### src/logic/arts_defs.svh
// constants for the split-mode auto-reload timer: register indices, field
// positions, reset values and divider ratios.
// assumes inclusion by bare name from the timer module and the bench.
`ifndef ARTS_DEFS_SVH
`define ARTS_DEFS_SVH

// ****************************************************************
// register indices (byte address is four times the index)
// ****************************************************************
`define ARTS_IDX_CTRL 10'h0c8
`define ARTS_IDX_RL_LO 10'h0ca
`define ARTS_IDX_RL_HI 10'h0cb
`define ARTS_IDX_CNT_LO 10'h0cc
`define ARTS_IDX_CNT_HI 10'h0cd
`define ARTS_IDX_CLKCTL 10'h08f
`define ARTS_IDX_GIE 10'h0a8
`define ARTS_IDX_STAT 10'h0e0
`define ARTS_IDX_MASK 10'h0e1

// ****************************************************************
// control register fields
// ****************************************************************
`define ARTS_CTRL_HI_FLAG 7
`define ARTS_CTRL_LO_FLAG 6
`define ARTS_CTRL_LO_IRQ_EN 5
`define ARTS_CTRL_CAP_EN 4
`define ARTS_CTRL_SPLIT 3
`define ARTS_CTRL_RUN 2
`define ARTS_CTRL_EXT_SEL 0

// ****************************************************************
// other fields
// ****************************************************************
`define ARTS_CLK_LO_SEL 4
`define ARTS_CLK_HI_SEL 5
`define ARTS_GIE_TIMER 5
`define ARTS_ST_HI 0
`define ARTS_ST_LO 1
`define ARTS_ST_CAP 2

// ****************************************************************
// reset values, dividers and response codes
// ****************************************************************
`define ARTS_RST_BYTE 8'h00
`define ARTS_RST_MASK 3'h7
`define ARTS_DIV_SYS 4'hb
`define ARTS_DIV_EXT 3'h7
`define ARTS_RESP_OKAY 2'h0
`define ARTS_RESP_SLVERR 2'h2

`endif

### src/logic/arts_pkg.sv
// types shared by the split-mode auto-reload timer.
// assumes nothing beyond the constants header.
package arts_pkg;

  // counting mode, one-hot
  typedef enum logic [1:0] {
    ARTS_MODE16 = 2'b01,
    ARTS_SPLIT = 2'b10
  } arts_mode_t;

endpackage

### src/logic/arts_timer.sv
// split-mode auto-reload timer with an axi4-lite register slave.
// assumes one 250 mhz clock, a synchronous active-low reset, and asynchronous
// external-clock and low-frequency-oscillator pins.
//
// Added by the designer: the AXI4-Lite interface to the registers.
`timescale 1ns/1ps
`include "arts_defs.svh"

// How it works
// RQ1 - control bit 3 picks 16-bit or split
// RQ2 - 16-bit wrap reloads and sets high flag
// RQ3 - 16-bit overflow interrupts when timer enabled
// RQ4 - low-byte wrap interrupts when also enabled
// RQ5 - split bytes reload from own reload bytes
// RQ6 - run gates whole counter, or high only
// RQ7 - byte select: system, divided-12, external-8
// RQ8 - external clock synchronised before use
// RQ9 - byte wraps set high and low flags
// RQ10 - split: high overflow, optionally low, interrupt
// RQ11 - hardware never clears overflow flags
// RQ12 - oscillator fall captures count, interrupts
// RQ13 - control bit 1 reads zero
// RQ14 - low count read follows the mode; the code returns cnt_lo_reg as is in both modes
// RQ15 - low clock select drives 16-bit counter
// RQ16 - high clock select only in split
// RQ17 - interrupt holds while enabled flag set
// RQ18 - software count writes beat increments
module arts_timer #(
  parameter int ADDR_W = 12
) (
  // clock and reset
  input wire logic i_ref_clk,
  input wire logic i_rst_n,
  // asynchronous pins
  input wire logic i_ext_clk,
  input wire logic i_lfo_clk,
  // axi4-lite write address
  input wire logic i_awvalid,
  output logic o_awready,
  input wire logic [ADDR_W-1:0] i_awaddr,
  // axi4-lite write data
  input wire logic i_wvalid,
  output logic o_wready,
  input wire logic [31:0] i_wdata,
  input wire logic [3:0] i_wstrb,
  // axi4-lite write response
  output logic o_bvalid,
  input wire logic i_bready,
  output logic [1:0] o_bresp,
  // axi4-lite read address
  input wire logic i_arvalid,
  output logic o_arready,
  input wire logic [ADDR_W-1:0] i_araddr,
  // axi4-lite read data
  output logic o_rvalid,
  input wire logic i_rready,
  output logic [31:0] o_rdata,
  output logic [1:0] o_rresp,
  // interrupt
  output logic o_irq
);

  // ****************************************************************
  // state
  // ****************************************************************
  logic [7:0] ctrl_reg;
  logic hi_flag_reg;
  logic lo_flag_reg;
  logic cap_flag_reg;
  logic [2:0] mask_reg;
  logic gie_reg;
  logic [1:0] clkctl_reg;
  logic [7:0] rl_lo_reg;
  logic [7:0] rl_hi_reg;
  logic [7:0] cnt_lo_reg;
  logic [7:0] cnt_hi_reg;
  logic irq_reg;
  logic [3:0] div_sys_reg;
  logic [2:0] div_ext_reg;
  logic ext_s1_reg;
  logic ext_s2_reg;
  logic ext_s3_reg;
  logic lfo_s1_reg;
  logic lfo_s2_reg;
  logic lfo_s3_reg;
  logic aw_full_reg;
  logic w_full_reg;
  logic [ADDR_W-1:0] aw_addr_reg;
  logic [7:0] w_data_reg;
  logic w_strb_reg;
  logic awready_reg;
  logic wready_reg;
  logic bvalid_reg;
  logic [1:0] bresp_reg;
  logic arready_reg;
  logic rvalid_reg;
  logic [31:0] rdata_reg;
  logic [1:0] rresp_reg;

  // ****************************************************************
  // bus decode
  // ****************************************************************
  wire aw_take = i_awvalid & awready_reg;
  wire w_take = i_wvalid & wready_reg;
  wire ar_take = i_arvalid & arready_reg;
  wire wr_do = aw_full_reg & w_full_reg & ~bvalid_reg;
  wire [9:0] wr_idx = aw_addr_reg[11:2];
  wire [9:0] rd_idx = i_araddr[11:2];
  wire wr_byte = wr_do & w_strb_reg;
  wire wr_ctrl = wr_byte & (wr_idx == `ARTS_IDX_CTRL);
  wire wr_rl_lo = wr_byte & (wr_idx == `ARTS_IDX_RL_LO);
  wire wr_rl_hi = wr_byte & (wr_idx == `ARTS_IDX_RL_HI);
  wire wr_cnt_lo = wr_byte & (wr_idx == `ARTS_IDX_CNT_LO);
  wire wr_cnt_hi = wr_byte & (wr_idx == `ARTS_IDX_CNT_HI);
  wire wr_clkctl = wr_byte & (wr_idx == `ARTS_IDX_CLKCTL);
  wire wr_gie = wr_byte & (wr_idx == `ARTS_IDX_GIE);
  wire wr_stat = wr_byte & (wr_idx == `ARTS_IDX_STAT);
  wire wr_mask = wr_byte & (wr_idx == `ARTS_IDX_MASK);
  wire wr_hit = wr_ctrl | wr_rl_lo | wr_rl_hi | wr_cnt_lo | wr_cnt_hi |
                wr_clkctl | wr_gie | wr_stat | wr_mask;
  // a write with the low lane off still needs a known address to be okay
  wire wr_mapped = (wr_idx == `ARTS_IDX_CTRL) | (wr_idx == `ARTS_IDX_RL_LO) |
                   (wr_idx == `ARTS_IDX_RL_HI) | (wr_idx == `ARTS_IDX_CNT_LO) |
                   (wr_idx == `ARTS_IDX_CNT_HI) | (wr_idx == `ARTS_IDX_CLKCTL) |
                   (wr_idx == `ARTS_IDX_GIE) | (wr_idx == `ARTS_IDX_STAT) |
                   (wr_idx == `ARTS_IDX_MASK) | wr_hit;

  // ****************************************************************
  // mode and clock sources
  // ****************************************************************
  wire split = ctrl_reg[`ARTS_CTRL_SPLIT];
  wire run = ctrl_reg[`ARTS_CTRL_RUN];
  arts_pkg::arts_mode_t mode;
  assign mode = split ? arts_pkg::ARTS_SPLIT : arts_pkg::ARTS_MODE16; // RQ1

  // edge detectors read only the second and third stages
  wire ext_rise = ext_s2_reg & ~ext_s3_reg; // RQ8
  wire lfo_fall = ~lfo_s2_reg & lfo_s3_reg;
  wire tick_sys12 = (div_sys_reg == `ARTS_DIV_SYS);
  wire tick_ext8 = ext_rise & (div_ext_reg == `ARTS_DIV_EXT);
  wire tick_alt = ctrl_reg[`ARTS_CTRL_EXT_SEL] ? tick_ext8 : tick_sys12; // RQ7
  wire tick_lo = clkctl_reg[0] | tick_alt; // RQ15
  wire tick_hi = clkctl_reg[1] | tick_alt; // RQ16

  // ****************************************************************
  // counter next value
  // ****************************************************************
  wire [15:0] cnt16 = {cnt_hi_reg, cnt_lo_reg};
  wire [15:0] cnt16_inc = cnt16 + 16'h0001;
  wire [7:0] lo_inc = cnt_lo_reg + 8'h01;
  wire [7:0] hi_inc = cnt_hi_reg + 8'h01;
  wire cap_ev = lfo_fall & ctrl_reg[`ARTS_CTRL_CAP_EN] & gie_reg; // RQ12
  logic [7:0] cnt_lo_next;
  logic [7:0] cnt_hi_next;
  logic ovf_lo;
  logic ovf_hi;

  // overflow reloads; bus writes applied last so they win
  always_comb begin
    cnt_lo_next = cnt_lo_reg;
    cnt_hi_next = cnt_hi_reg;
    ovf_lo = 1'b0;
    ovf_hi = 1'b0;
    unique case (mode)
      arts_pkg::ARTS_MODE16: begin
        if (tick_lo & run) begin // RQ6
          ovf_lo = (cnt_lo_reg == 8'hff); // RQ9
          if (cnt16 == 16'hffff) begin
            cnt_lo_next = rl_lo_reg; // RQ2
            cnt_hi_next = rl_hi_reg;
            ovf_hi = 1'b1;
          end else begin
            cnt_lo_next = cnt16_inc[7:0];
            cnt_hi_next = cnt16_inc[15:8];
          end
        end
      end
      arts_pkg::ARTS_SPLIT: begin
        // low byte ignores run in split mode
        if (tick_lo) begin
          ovf_lo = (cnt_lo_reg == 8'hff); // RQ9
          cnt_lo_next = ovf_lo ? rl_lo_reg : lo_inc; // RQ5
        end
        if (tick_hi & run) begin // RQ6
          ovf_hi = (cnt_hi_reg == 8'hff);
          cnt_hi_next = ovf_hi ? rl_hi_reg : hi_inc; // RQ5
        end
      end
    endcase
    if (wr_cnt_lo) begin
      cnt_lo_next = w_data_reg; // RQ18
    end
    if (wr_cnt_hi) begin
      cnt_hi_next = w_data_reg; // RQ18
    end
  end

  // ****************************************************************
  // flags and interrupt
  // ****************************************************************
  // hardware sets win over any clear in the same cycle; nothing else clears
  wire hi_flag_keep = wr_ctrl ? w_data_reg[`ARTS_CTRL_HI_FLAG] :
                      (hi_flag_reg & ~(wr_stat & w_data_reg[`ARTS_ST_HI]));
  wire lo_flag_keep = wr_ctrl ? w_data_reg[`ARTS_CTRL_LO_FLAG] :
                      (lo_flag_reg & ~(wr_stat & w_data_reg[`ARTS_ST_LO]));
  wire hi_flag_next = ovf_hi | hi_flag_keep; // RQ11
  wire lo_flag_next = ovf_lo | lo_flag_keep; // RQ11
  wire cap_flag_next = cap_ev | (cap_flag_reg & ~(wr_stat & w_data_reg[`ARTS_ST_CAP]));
  wire lo_irq_en = ctrl_reg[`ARTS_CTRL_LO_IRQ_EN];
  wire irq_hi = hi_flag_reg & mask_reg[`ARTS_ST_HI]; // RQ3 RQ10
  wire irq_lo = lo_flag_reg & lo_irq_en & mask_reg[`ARTS_ST_LO]; // RQ4 RQ10
  wire irq_cap = cap_flag_reg & mask_reg[`ARTS_ST_CAP]; // RQ12
  wire irq_next = gie_reg & (irq_hi | irq_lo | irq_cap); // RQ17

  // ****************************************************************
  // read mux
  // ****************************************************************
  wire [7:0] ctrl_rd = {hi_flag_reg, lo_flag_reg, ctrl_reg[5:2], 1'b0,
                        ctrl_reg[0]}; // RQ13
  logic [7:0] rd_byte;
  logic rd_hit;

  // the low count is one register in both modes, so it reads as is
  always_comb begin
    rd_byte = `ARTS_RST_BYTE;
    rd_hit = 1'b1;
    unique case (rd_idx)
      `ARTS_IDX_CTRL: rd_byte = ctrl_rd;
      `ARTS_IDX_RL_LO: rd_byte = rl_lo_reg;
      `ARTS_IDX_RL_HI: rd_byte = rl_hi_reg;
      `ARTS_IDX_CNT_LO: rd_byte = cnt_lo_reg; // RQ14
      `ARTS_IDX_CNT_HI: rd_byte = cnt_hi_reg;
      `ARTS_IDX_CLKCTL: rd_byte = {2'b00, clkctl_reg, 4'h0};
      `ARTS_IDX_GIE: rd_byte = {2'b00, gie_reg, 5'h00};
      `ARTS_IDX_STAT: rd_byte = {5'h00, cap_flag_reg, lo_flag_reg, hi_flag_reg};
      `ARTS_IDX_MASK: rd_byte = {5'h00, mask_reg};
      default: rd_hit = 1'b0;
    endcase
  end

  // ****************************************************************
  // bus handshake next values
  // ****************************************************************
  wire aw_full_next = wr_do ? 1'b0 : (aw_full_reg | aw_take);
  wire w_full_next = wr_do ? 1'b0 : (w_full_reg | w_take);
  wire bvalid_next = wr_do | (bvalid_reg & ~i_bready);
  wire rvalid_next = ar_take | (rvalid_reg & ~i_rready);

  // ****************************************************************
  // pin synchronisers and dividers
  // ****************************************************************
  always_ff @(posedge i_ref_clk) begin
    if (!i_rst_n) begin
      ext_s1_reg <= 1'b0;
      ext_s2_reg <= 1'b0;
      ext_s3_reg <= 1'b0;
      lfo_s1_reg <= 1'b0;
      lfo_s2_reg <= 1'b0;
      lfo_s3_reg <= 1'b0;
    end else begin
      ext_s1_reg <= i_ext_clk; // RQ8
      ext_s2_reg <= ext_s1_reg;
      ext_s3_reg <= ext_s2_reg;
      lfo_s1_reg <= i_lfo_clk;
      lfo_s2_reg <= lfo_s1_reg;
      lfo_s3_reg <= lfo_s2_reg;
    end
  end

  // free-running prescalers, so a selected source never waits to start
  always_ff @(posedge i_ref_clk) begin
    if (!i_rst_n) begin
      div_sys_reg <= 4'h0;
      div_ext_reg <= 3'h0;
    end else begin
      div_sys_reg <= tick_sys12 ? 4'h0 : div_sys_reg + 4'h1;
      if (ext_rise) begin
        div_ext_reg <= div_ext_reg + 3'h1;
      end
    end
  end

  // ****************************************************************
  // timer registers
  // ****************************************************************
  always_ff @(posedge i_ref_clk) begin
    if (!i_rst_n) begin
      cnt_lo_reg <= `ARTS_RST_BYTE;
      cnt_hi_reg <= `ARTS_RST_BYTE;
      hi_flag_reg <= 1'b0;
      lo_flag_reg <= 1'b0;
      cap_flag_reg <= 1'b0;
      irq_reg <= 1'b0;
    end else begin
      cnt_lo_reg <= cnt_lo_next;
      cnt_hi_reg <= cnt_hi_next;
      hi_flag_reg <= hi_flag_next;
      lo_flag_reg <= lo_flag_next;
      cap_flag_reg <= cap_flag_next;
      irq_reg <= irq_next;
    end
  end

  // capture takes the reload bytes over a same-cycle bus write
  always_ff @(posedge i_ref_clk) begin
    if (!i_rst_n) begin
      rl_lo_reg <= `ARTS_RST_BYTE;
      rl_hi_reg <= `ARTS_RST_BYTE;
    end else if (cap_ev) begin
      rl_lo_reg <= cnt_lo_reg; // RQ12
      rl_hi_reg <= cnt_hi_reg;
    end else begin
      rl_lo_reg <= wr_rl_lo ? w_data_reg : rl_lo_reg;
      rl_hi_reg <= wr_rl_hi ? w_data_reg : rl_hi_reg;
    end
  end

  // software configuration; bit 1 is never stored
  always_ff @(posedge i_ref_clk) begin
    if (!i_rst_n) begin
      ctrl_reg <= `ARTS_RST_BYTE;
      clkctl_reg <= 2'b00;
      gie_reg <= 1'b0;
      mask_reg <= `ARTS_RST_MASK;
    end else begin
      ctrl_reg <= wr_ctrl ? {2'b00, w_data_reg[5:2], 1'b0, w_data_reg[0]} : ctrl_reg;
      clkctl_reg <= wr_clkctl ? w_data_reg[5:4] : clkctl_reg;
      gie_reg <= wr_gie ? w_data_reg[`ARTS_GIE_TIMER] : gie_reg;
      mask_reg <= wr_mask ? w_data_reg[2:0] : mask_reg;
    end
  end

  // ****************************************************************
  // axi4-lite write channel
  // ****************************************************************
  always_ff @(posedge i_ref_clk) begin
    if (!i_rst_n) begin
      aw_full_reg <= 1'b0;
      w_full_reg <= 1'b0;
      aw_addr_reg <= '0;
      w_data_reg <= 8'h00;
      w_strb_reg <= 1'b0;
      awready_reg <= 1'b0;
      wready_reg <= 1'b0;
      bvalid_reg <= 1'b0;
      bresp_reg <= `ARTS_RESP_OKAY;
    end else begin
      aw_full_reg <= aw_full_next;
      w_full_reg <= w_full_next;
      if (aw_take) begin
        aw_addr_reg <= i_awaddr;
      end
      if (w_take) begin
        w_data_reg <= i_wdata[7:0];
        w_strb_reg <= i_wstrb[0];
      end
      // one write in flight: readies stay low until the response is taken
      awready_reg <= ~aw_full_next & ~bvalid_next;
      wready_reg <= ~w_full_next & ~bvalid_next;
      bvalid_reg <= bvalid_next;
      if (wr_do) begin
        bresp_reg <= wr_mapped ? `ARTS_RESP_OKAY : `ARTS_RESP_SLVERR;
      end
    end
  end

  // ****************************************************************
  // axi4-lite read channel
  // ****************************************************************
  always_ff @(posedge i_ref_clk) begin
    if (!i_rst_n) begin
      arready_reg <= 1'b0;
      rvalid_reg <= 1'b0;
      rdata_reg <= 32'h0000_0000;
      rresp_reg <= `ARTS_RESP_OKAY;
    end else begin
      arready_reg <= ~rvalid_next;
      rvalid_reg <= rvalid_next;
      if (ar_take) begin
        rdata_reg <= {24'h00_0000, rd_byte};
        rresp_reg <= rd_hit ? `ARTS_RESP_OKAY : `ARTS_RESP_SLVERR;
      end
    end
  end

  // ****************************************************************
  // outputs
  // ****************************************************************
  assign o_awready = awready_reg;
  assign o_wready = wready_reg;
  assign o_bvalid = bvalid_reg;
  assign o_bresp = bresp_reg;
  assign o_arready = arready_reg;
  assign o_rvalid = rvalid_reg;
  assign o_rdata = rdata_reg;
  assign o_rresp = rresp_reg;
  assign o_irq = irq_reg;

endmodule // arts_timer

### config.mk
export PLATFORM = sky130hd
export DESIGN_NAME = arts_timer
export DESIGN_NICKNAME = d
export VERILOG_FILES = /design/src/logic/arts_pkg.sv /design/src/logic/arts_timer.sv
export VERILOG_INCLUDE_DIRS = /design/src /design/src/logic
export SDC_FILE = /design/constraint.sdc
export NUM_CORES = 1
export LEC_CHECK = 0
export BUFFER_PORTS_ARGS = -buffer_cell sky130_fd_sc_hd__buf_4
export CORE_UTILIZATION = 45
export DETAILED_ROUTE_END_ITERATION = 8
export PLACE_DENSITY = 0.76
export RECOVER_POWER = 25
export SLEW_MARGIN = 0
export SYNTH_ARGS = -nofsm -noshare
export SYNTH_HDL_FRONTEND = slang
export SYNTH_SLANG_ARGS = --single-unit
### constraint.sdc
create_clock -name i_ref_clk -period 2.2 [get_ports i_ref_clk]
set_clock_uncertainty 0.1 [all_clocks]
set_input_delay 0.33 -clock i_ref_clk [delete_from_list [all_inputs] [get_ports i_ref_clk]]
set_output_delay 0.33 -clock i_ref_clk [all_outputs]
set_load 0.01 [all_outputs]
# Yosys cells after proc, flatten, opt, wreduce, memory -nomap -nowiden
# Index checks and enable logic that the tools add are counted.
# op_classes
n_addsub	5
shifts	0
bitwise_logic	78
n_mul	0
n_reduce_logical	6
n_lt_le_gt_ge	0
n_eq_ne	29
div_mod_pow	0
n_mux	33
# ops
operator	count
10-bit by 8-bit equality test with 1-bit output, second input constant	18
8-bit 2-to-1 mux	14
8-bit one-hot mux with 9 select lines	1
1-bit AND	37
8-bit one-hot mux with 2 select lines	2
1-bit OR	28
16-bit by 1-bit adder with 16-bit output, second input constant	1
8-bit by 1-bit adder with 8-bit output, second input constant	2
16-bit equality test, second input constant	1
8-bit equality test, second input constant	2
1-bit inverter	13
3-bit != test, second input constant	4
1-bit 2-to-1 mux	11
9-bit OR reduction	1
2-bit 2-to-1 mux	3
4-bit by 1-bit adder with 4-bit output, second input constant	1
4-bit equality test, second input constant	1
1-bit one-hot mux with 2 select lines	2
2-bit AND reduction	2
2-bit nonzero test	2
3-bit by 1-bit adder with 3-bit output, second input constant	1
3-bit equality test, second input constant	1
2-bit by 1-bit equality test with 1-bit output, second input constant	1
2-bit equality test, second input constant	1
2-bit OR reduction	1
# totals
mem_count	0
in_bits	69
romBits	0
ff_bits	100
latch_bits	0
out_inout_bits	42
wordCells	184
ram_bits	0

# Longest topological paths before layout
# depth
word_depth	14
depth_mapped	8
mapped_depth_nobuf	7

# Worst setup path after synthesis
# Ideal clock, no wire load.
# synth_path
path_type	register to register
from	register div_ext_reg[0]
to	register cnt_hi_reg[6]
arrival_time_ns	1.933
synth_period_minus_slack_ns	2.151
setup_ns	0.117
path_slack_ns	0.049
n_path_buf	0
t_required_ns	1.983
stages_incl_launch_ff	8
path_cell_list	dfxtp_1 > ha_1 > ha_1 > and4b_1 > o31ai_2 > nor2_2 > a41o_1 > a32o_1
# synth_between
elab_chain_len	7
word_cells_on_any_way	10
cone_classes	3 x eq/ne; 1 x mux; 5 x bitwise; 1 x reduce/logical
# synth_lines
element	line_no	text
from (decl)	arts_timer.sv:79	logic [2:0] div_ext_reg;
from (signal assigned)	arts_timer.sv:278	div_ext_reg <= div_ext_reg + 3'h1;
3-bit equality test (no source line) (*)	-	
1-bit AND (*)	arts_timer.sv:140	wire tick_ext8 = ext_rise & (div_ext_reg == `ARTS_DIV_EXT);
1-bit 2-to-1 mux (*)	arts_timer.sv:141	wire tick_alt = ctrl_reg[`ARTS_CTRL_EXT_SEL] ? tick_ext8 : tick_sys12;
1-bit OR, on equally long branches	arts_timer.sv:143, arts_timer.sv:142	
1-bit AND, on equally long branches	arts_timer.sv:184, arts_timer.sv:166	
3-bit != test (no source line)	-	
2-bit AND reduction (no source line) (*)	-	
to (signal assigned)	arts_timer.sv:289	cnt_hi_reg <= `ARTS_RST_BYTE;
to (signal assigned)	arts_timer.sv:296	cnt_hi_reg <= cnt_hi_next;
to (decl)	arts_timer.sv:76	logic [7:0] cnt_hi_reg;
# Mark *: on every way between the ends. The rest lies on a longest branch, timed or not.
# A chain may end at the register's enable or synchronous reset.

# Worst setup path after layout
# layout_path
from	register div_ext_reg[0]
to	register cnt_hi_reg[1]
# Same word-level chain as after synthesis.

==> metrics.txt <==
max reg flops=10; worst reg2reg path depth=8; initial core utilization=46.6%; critical-path cell list=ha_1 > ha_1 > and4b_1 > o31ai_4 > buf_4 > a31oi_1 > o221a_2 > o32ai_1; CTS tree=yes; Max Cap Viol=0; largest net degree at the start of global routing=about 40; Reg-to-Reg Start=div_ext_reg[0]$_SDFFE_PN0P_; Seq/Total Area, Yosys=35.8%; HPWL Detailed=11400 µm; switching power share of the total=26.0%; cts bufs inserted=9; Syn. warnings=0; Synth Instances=650; failing checks=DRC; commonest non-fill, non-tap cell in the layout=nand2_1; Cell Pwr Density=between 500 and 600 nW/µm²; fmax=479 MHz; Worst Setup Start Kind=flip-flop; leakage power=2.26 nW; min-delay src=i_lfo_clk; Placed Cells incl. Taps=about 850; Total Routing Usage GR=25.5%; Post-synth EDFFs=0; DR iter-0 viols=446; cts hold-fix bufs=0; total I/O pin count=111; Slew headroom=a little under a fifth; CP arrival=between 2000 and 2500 ps; most numerous cell on the critical path=ha_1; Top FF cell, synth=dfxtp_1; Final setup viols=0; WL final=15500 µm; RePlAce Congestion=roughly 0.98; vias=5163; clk_lat worst skew=350 ps; post-route ant nets=0; worst reg-to-reg setup slack=110 ps; Distinct cells, synth=84; maximum vdd ir drop=0.314 mV; Non-Filler Instances=863; unrepaired setup endpoints after global routing=true; final setup TNS=0 ps; FP Rows=39; multi-input logic area=~3100 µm²; CTS Root Cell=clkbuf_16; utilization after layout=53.8%; Hold Path Sink=lfo_s1_reg$_SDFF_PN0_; Slew @ Worst Pin=1230 ps; Post-synth ARST share=0%; Hold Path Class=in -> reg; Die Span Y=111 µm; CP peak stage delay=330 ps; fraction of layout cells with a size suffix above 1=18.5%; clock power share=42.3%; IO buf count=53; Residual DRC=5; commonest non-fill, non-tap cells in the layout=nand2_1 (101), dfxtp_1 (96), buf_4 (93), a21oi_1 (60), o21ai_0 (44); switching pwr=0.949 mW; initial antenna violation count=0; Slew Viols, Final=0; combinational share of power=7.6%; placeable core area=11500 µm²; kind of critical path=reg -> reg; Internal=2.71 mW; clk sinks=96; WL per Instance=roughly 18 µm; H-tree Lvls=3; CP endpoint kind=flip-flop; fin crit period=2090 ps; final hold vios=0; nets=789; CP max stage cell=dfxtp_1; reg-to-reg endpoint=cnt_hi_reg[1]$_SDFFE_PN0P_; Die ar.=12400 µm²; Seq. cell area=between 1500 and 2000 µm²; status=finished with violations; Hold Path Stages=2; synthesis-to-finish area growth=15.4%; Hold WS=89.4 ps; syn_area_per_cell=approximately 8.3 µm²; Die W=111 µm; mapped cell area=5370 µm²; crit share post-route=94.9%; Yosys reg bits=96; via/cell ratio=5.98; CP max FO=7; clk buf depth=2; Sequential Power Share=50.0%; DR pass1 iterations=7; ANT cells=0; clock-pin slew on the worst setup and hold paths=70 ps; first-pass GRT wire length=between 20000 and 30000 µm; grt total ovfl=0; Fillers=1079; number of global-route vias before repair=slightly below 5000; CP Data Required Time=2350 ps
==> worst max path at each step <==
| stage | startpoint | depth (start not counted) | end |
|---|---|---|---|
| after detailed placement | div_ext_reg[0]$_SDFFE_PN0P_ | 8 | cnt_hi_reg[1]$_SDFFE_PN0P_ |
| after floorplan | div_ext_reg[0]$_SDFFE_PN0P_ | 7 | cnt_hi_reg[6]$_SDFFE_PN0P_ |
| after global routing | div_ext_reg[0]$_SDFFE_PN0P_ | 7 | cnt_lo_reg[0]$_SDFFE_PN0P_ |
| final | div_ext_reg[0]$_SDFFE_PN0P_ | 8 | cnt_hi_reg[1]$_SDFFE_PN0P_ |
| after global placement | div_ext_reg[0]$_SDFFE_PN0P_ | 8 | cnt_hi_reg[1]$_SDFFE_PN0P_ |
| after CTS | div_ext_reg[0]$_SDFFE_PN0P_ | 8 | cnt_hi_reg[1]$_SDFFE_PN0P_ |
==> per-stage QoR <==
step           setup WS (ps)  instance area [µm²]  total power, mW
6_report                 112                 6200             3.66
5_1_grt                -5.55                 6200             3.76
4_1_cts                 19.8                 6180             3.66
3_5_place_dp            48.6                 5890             2.15
3_3_place_gp            84.3                 5890             2.13
2_1_floorplan           49.2                 5460             2.06
==> cell type report <==
cell class,instances,share of cell area [%]
multi-input combinational,502,49.4
sequential,96,31.0
timing repair buffer,95,11.4
clock buffer,10,3.86
tap,143,2.89
clock inverter,6,0.808
inverter,11,0.666
==> routing by layer <==
layer	vias to the layer above	share of wire (%)	global-route usage, %
met5	-	0	0
met4	0	2.5	10.0
met3	35	7.5	2.95
met2	229	47	41.8
met1	2433	43	34.3
li1	2466	-	-
==> Yosys cell counts (all sizes together), types with 6 or more instances <==
master  instances  area, µm²
inv            10       37.5
buf            30        240
o21ai          44        220
clkbuf         31        148
dfxtp          96       1920
nand2         103        392
nand4           8       50.1
o221ai          6       52.6
a22oi           7       52.6
a31oi           9       56.3
nand3          23        115
a221oi          6       52.6
nor3           12       65.1
nand3b          7       52.6
mux2i          29        290
o32ai           6       52.6
and2            9       56.3
nor2b           7       43.8
a21oi          61        305
nor2           33        126
==> power groups by stage <==
stage / clock (mW) / combinational (mW) / sequential, mW
final: 1.55 / 0.279 / 1.83
after global routing: 1.62 / 0.309 / 1.83
after CTS: 1.55 / 0.279 / 1.83
after detailed placement: 0 / 0.278 / 1.87
after global placement: 0 / 0.266 / 1.86
after floorplan: 0 / 0.210 / 1.85
==> timing repair <==
action | 4_1_cts | 5_1_grt
resized for setup | 0 | 4
setup endpoints to repair | 0 | 11
setup buffers | 0 | 0
==> kinds of logic (layout without fill, tap and decap cells) <==
group	Yosys count	after routing	share of synthesized area [%]
and+or+nand+nor	248	248	24.6
AOI/OAI and AO/OA	186	186	22.2
DFF	96	96	35.8
buffers and inverters	77	122	9.39
muxes	31	31	5.82
xor gates and xnor gates	6	6	0.979
adders and majority gates	5	5	1.16
other	1	26	0.0698
==> worst max-delay path, delay by kind of cell (launching register included) <==
family / cells / cell delay, ps
AND/OR/NAND/NOR: 1 / 270
AO/OA/AOI/OAI: 4 / 700
buffers and inverters: 1 / 210
adder cells (fa/ha/maj): 2 / 380
flip-flops: 1 / 330
No activity file was read; power rests on OpenSTA's default activity.
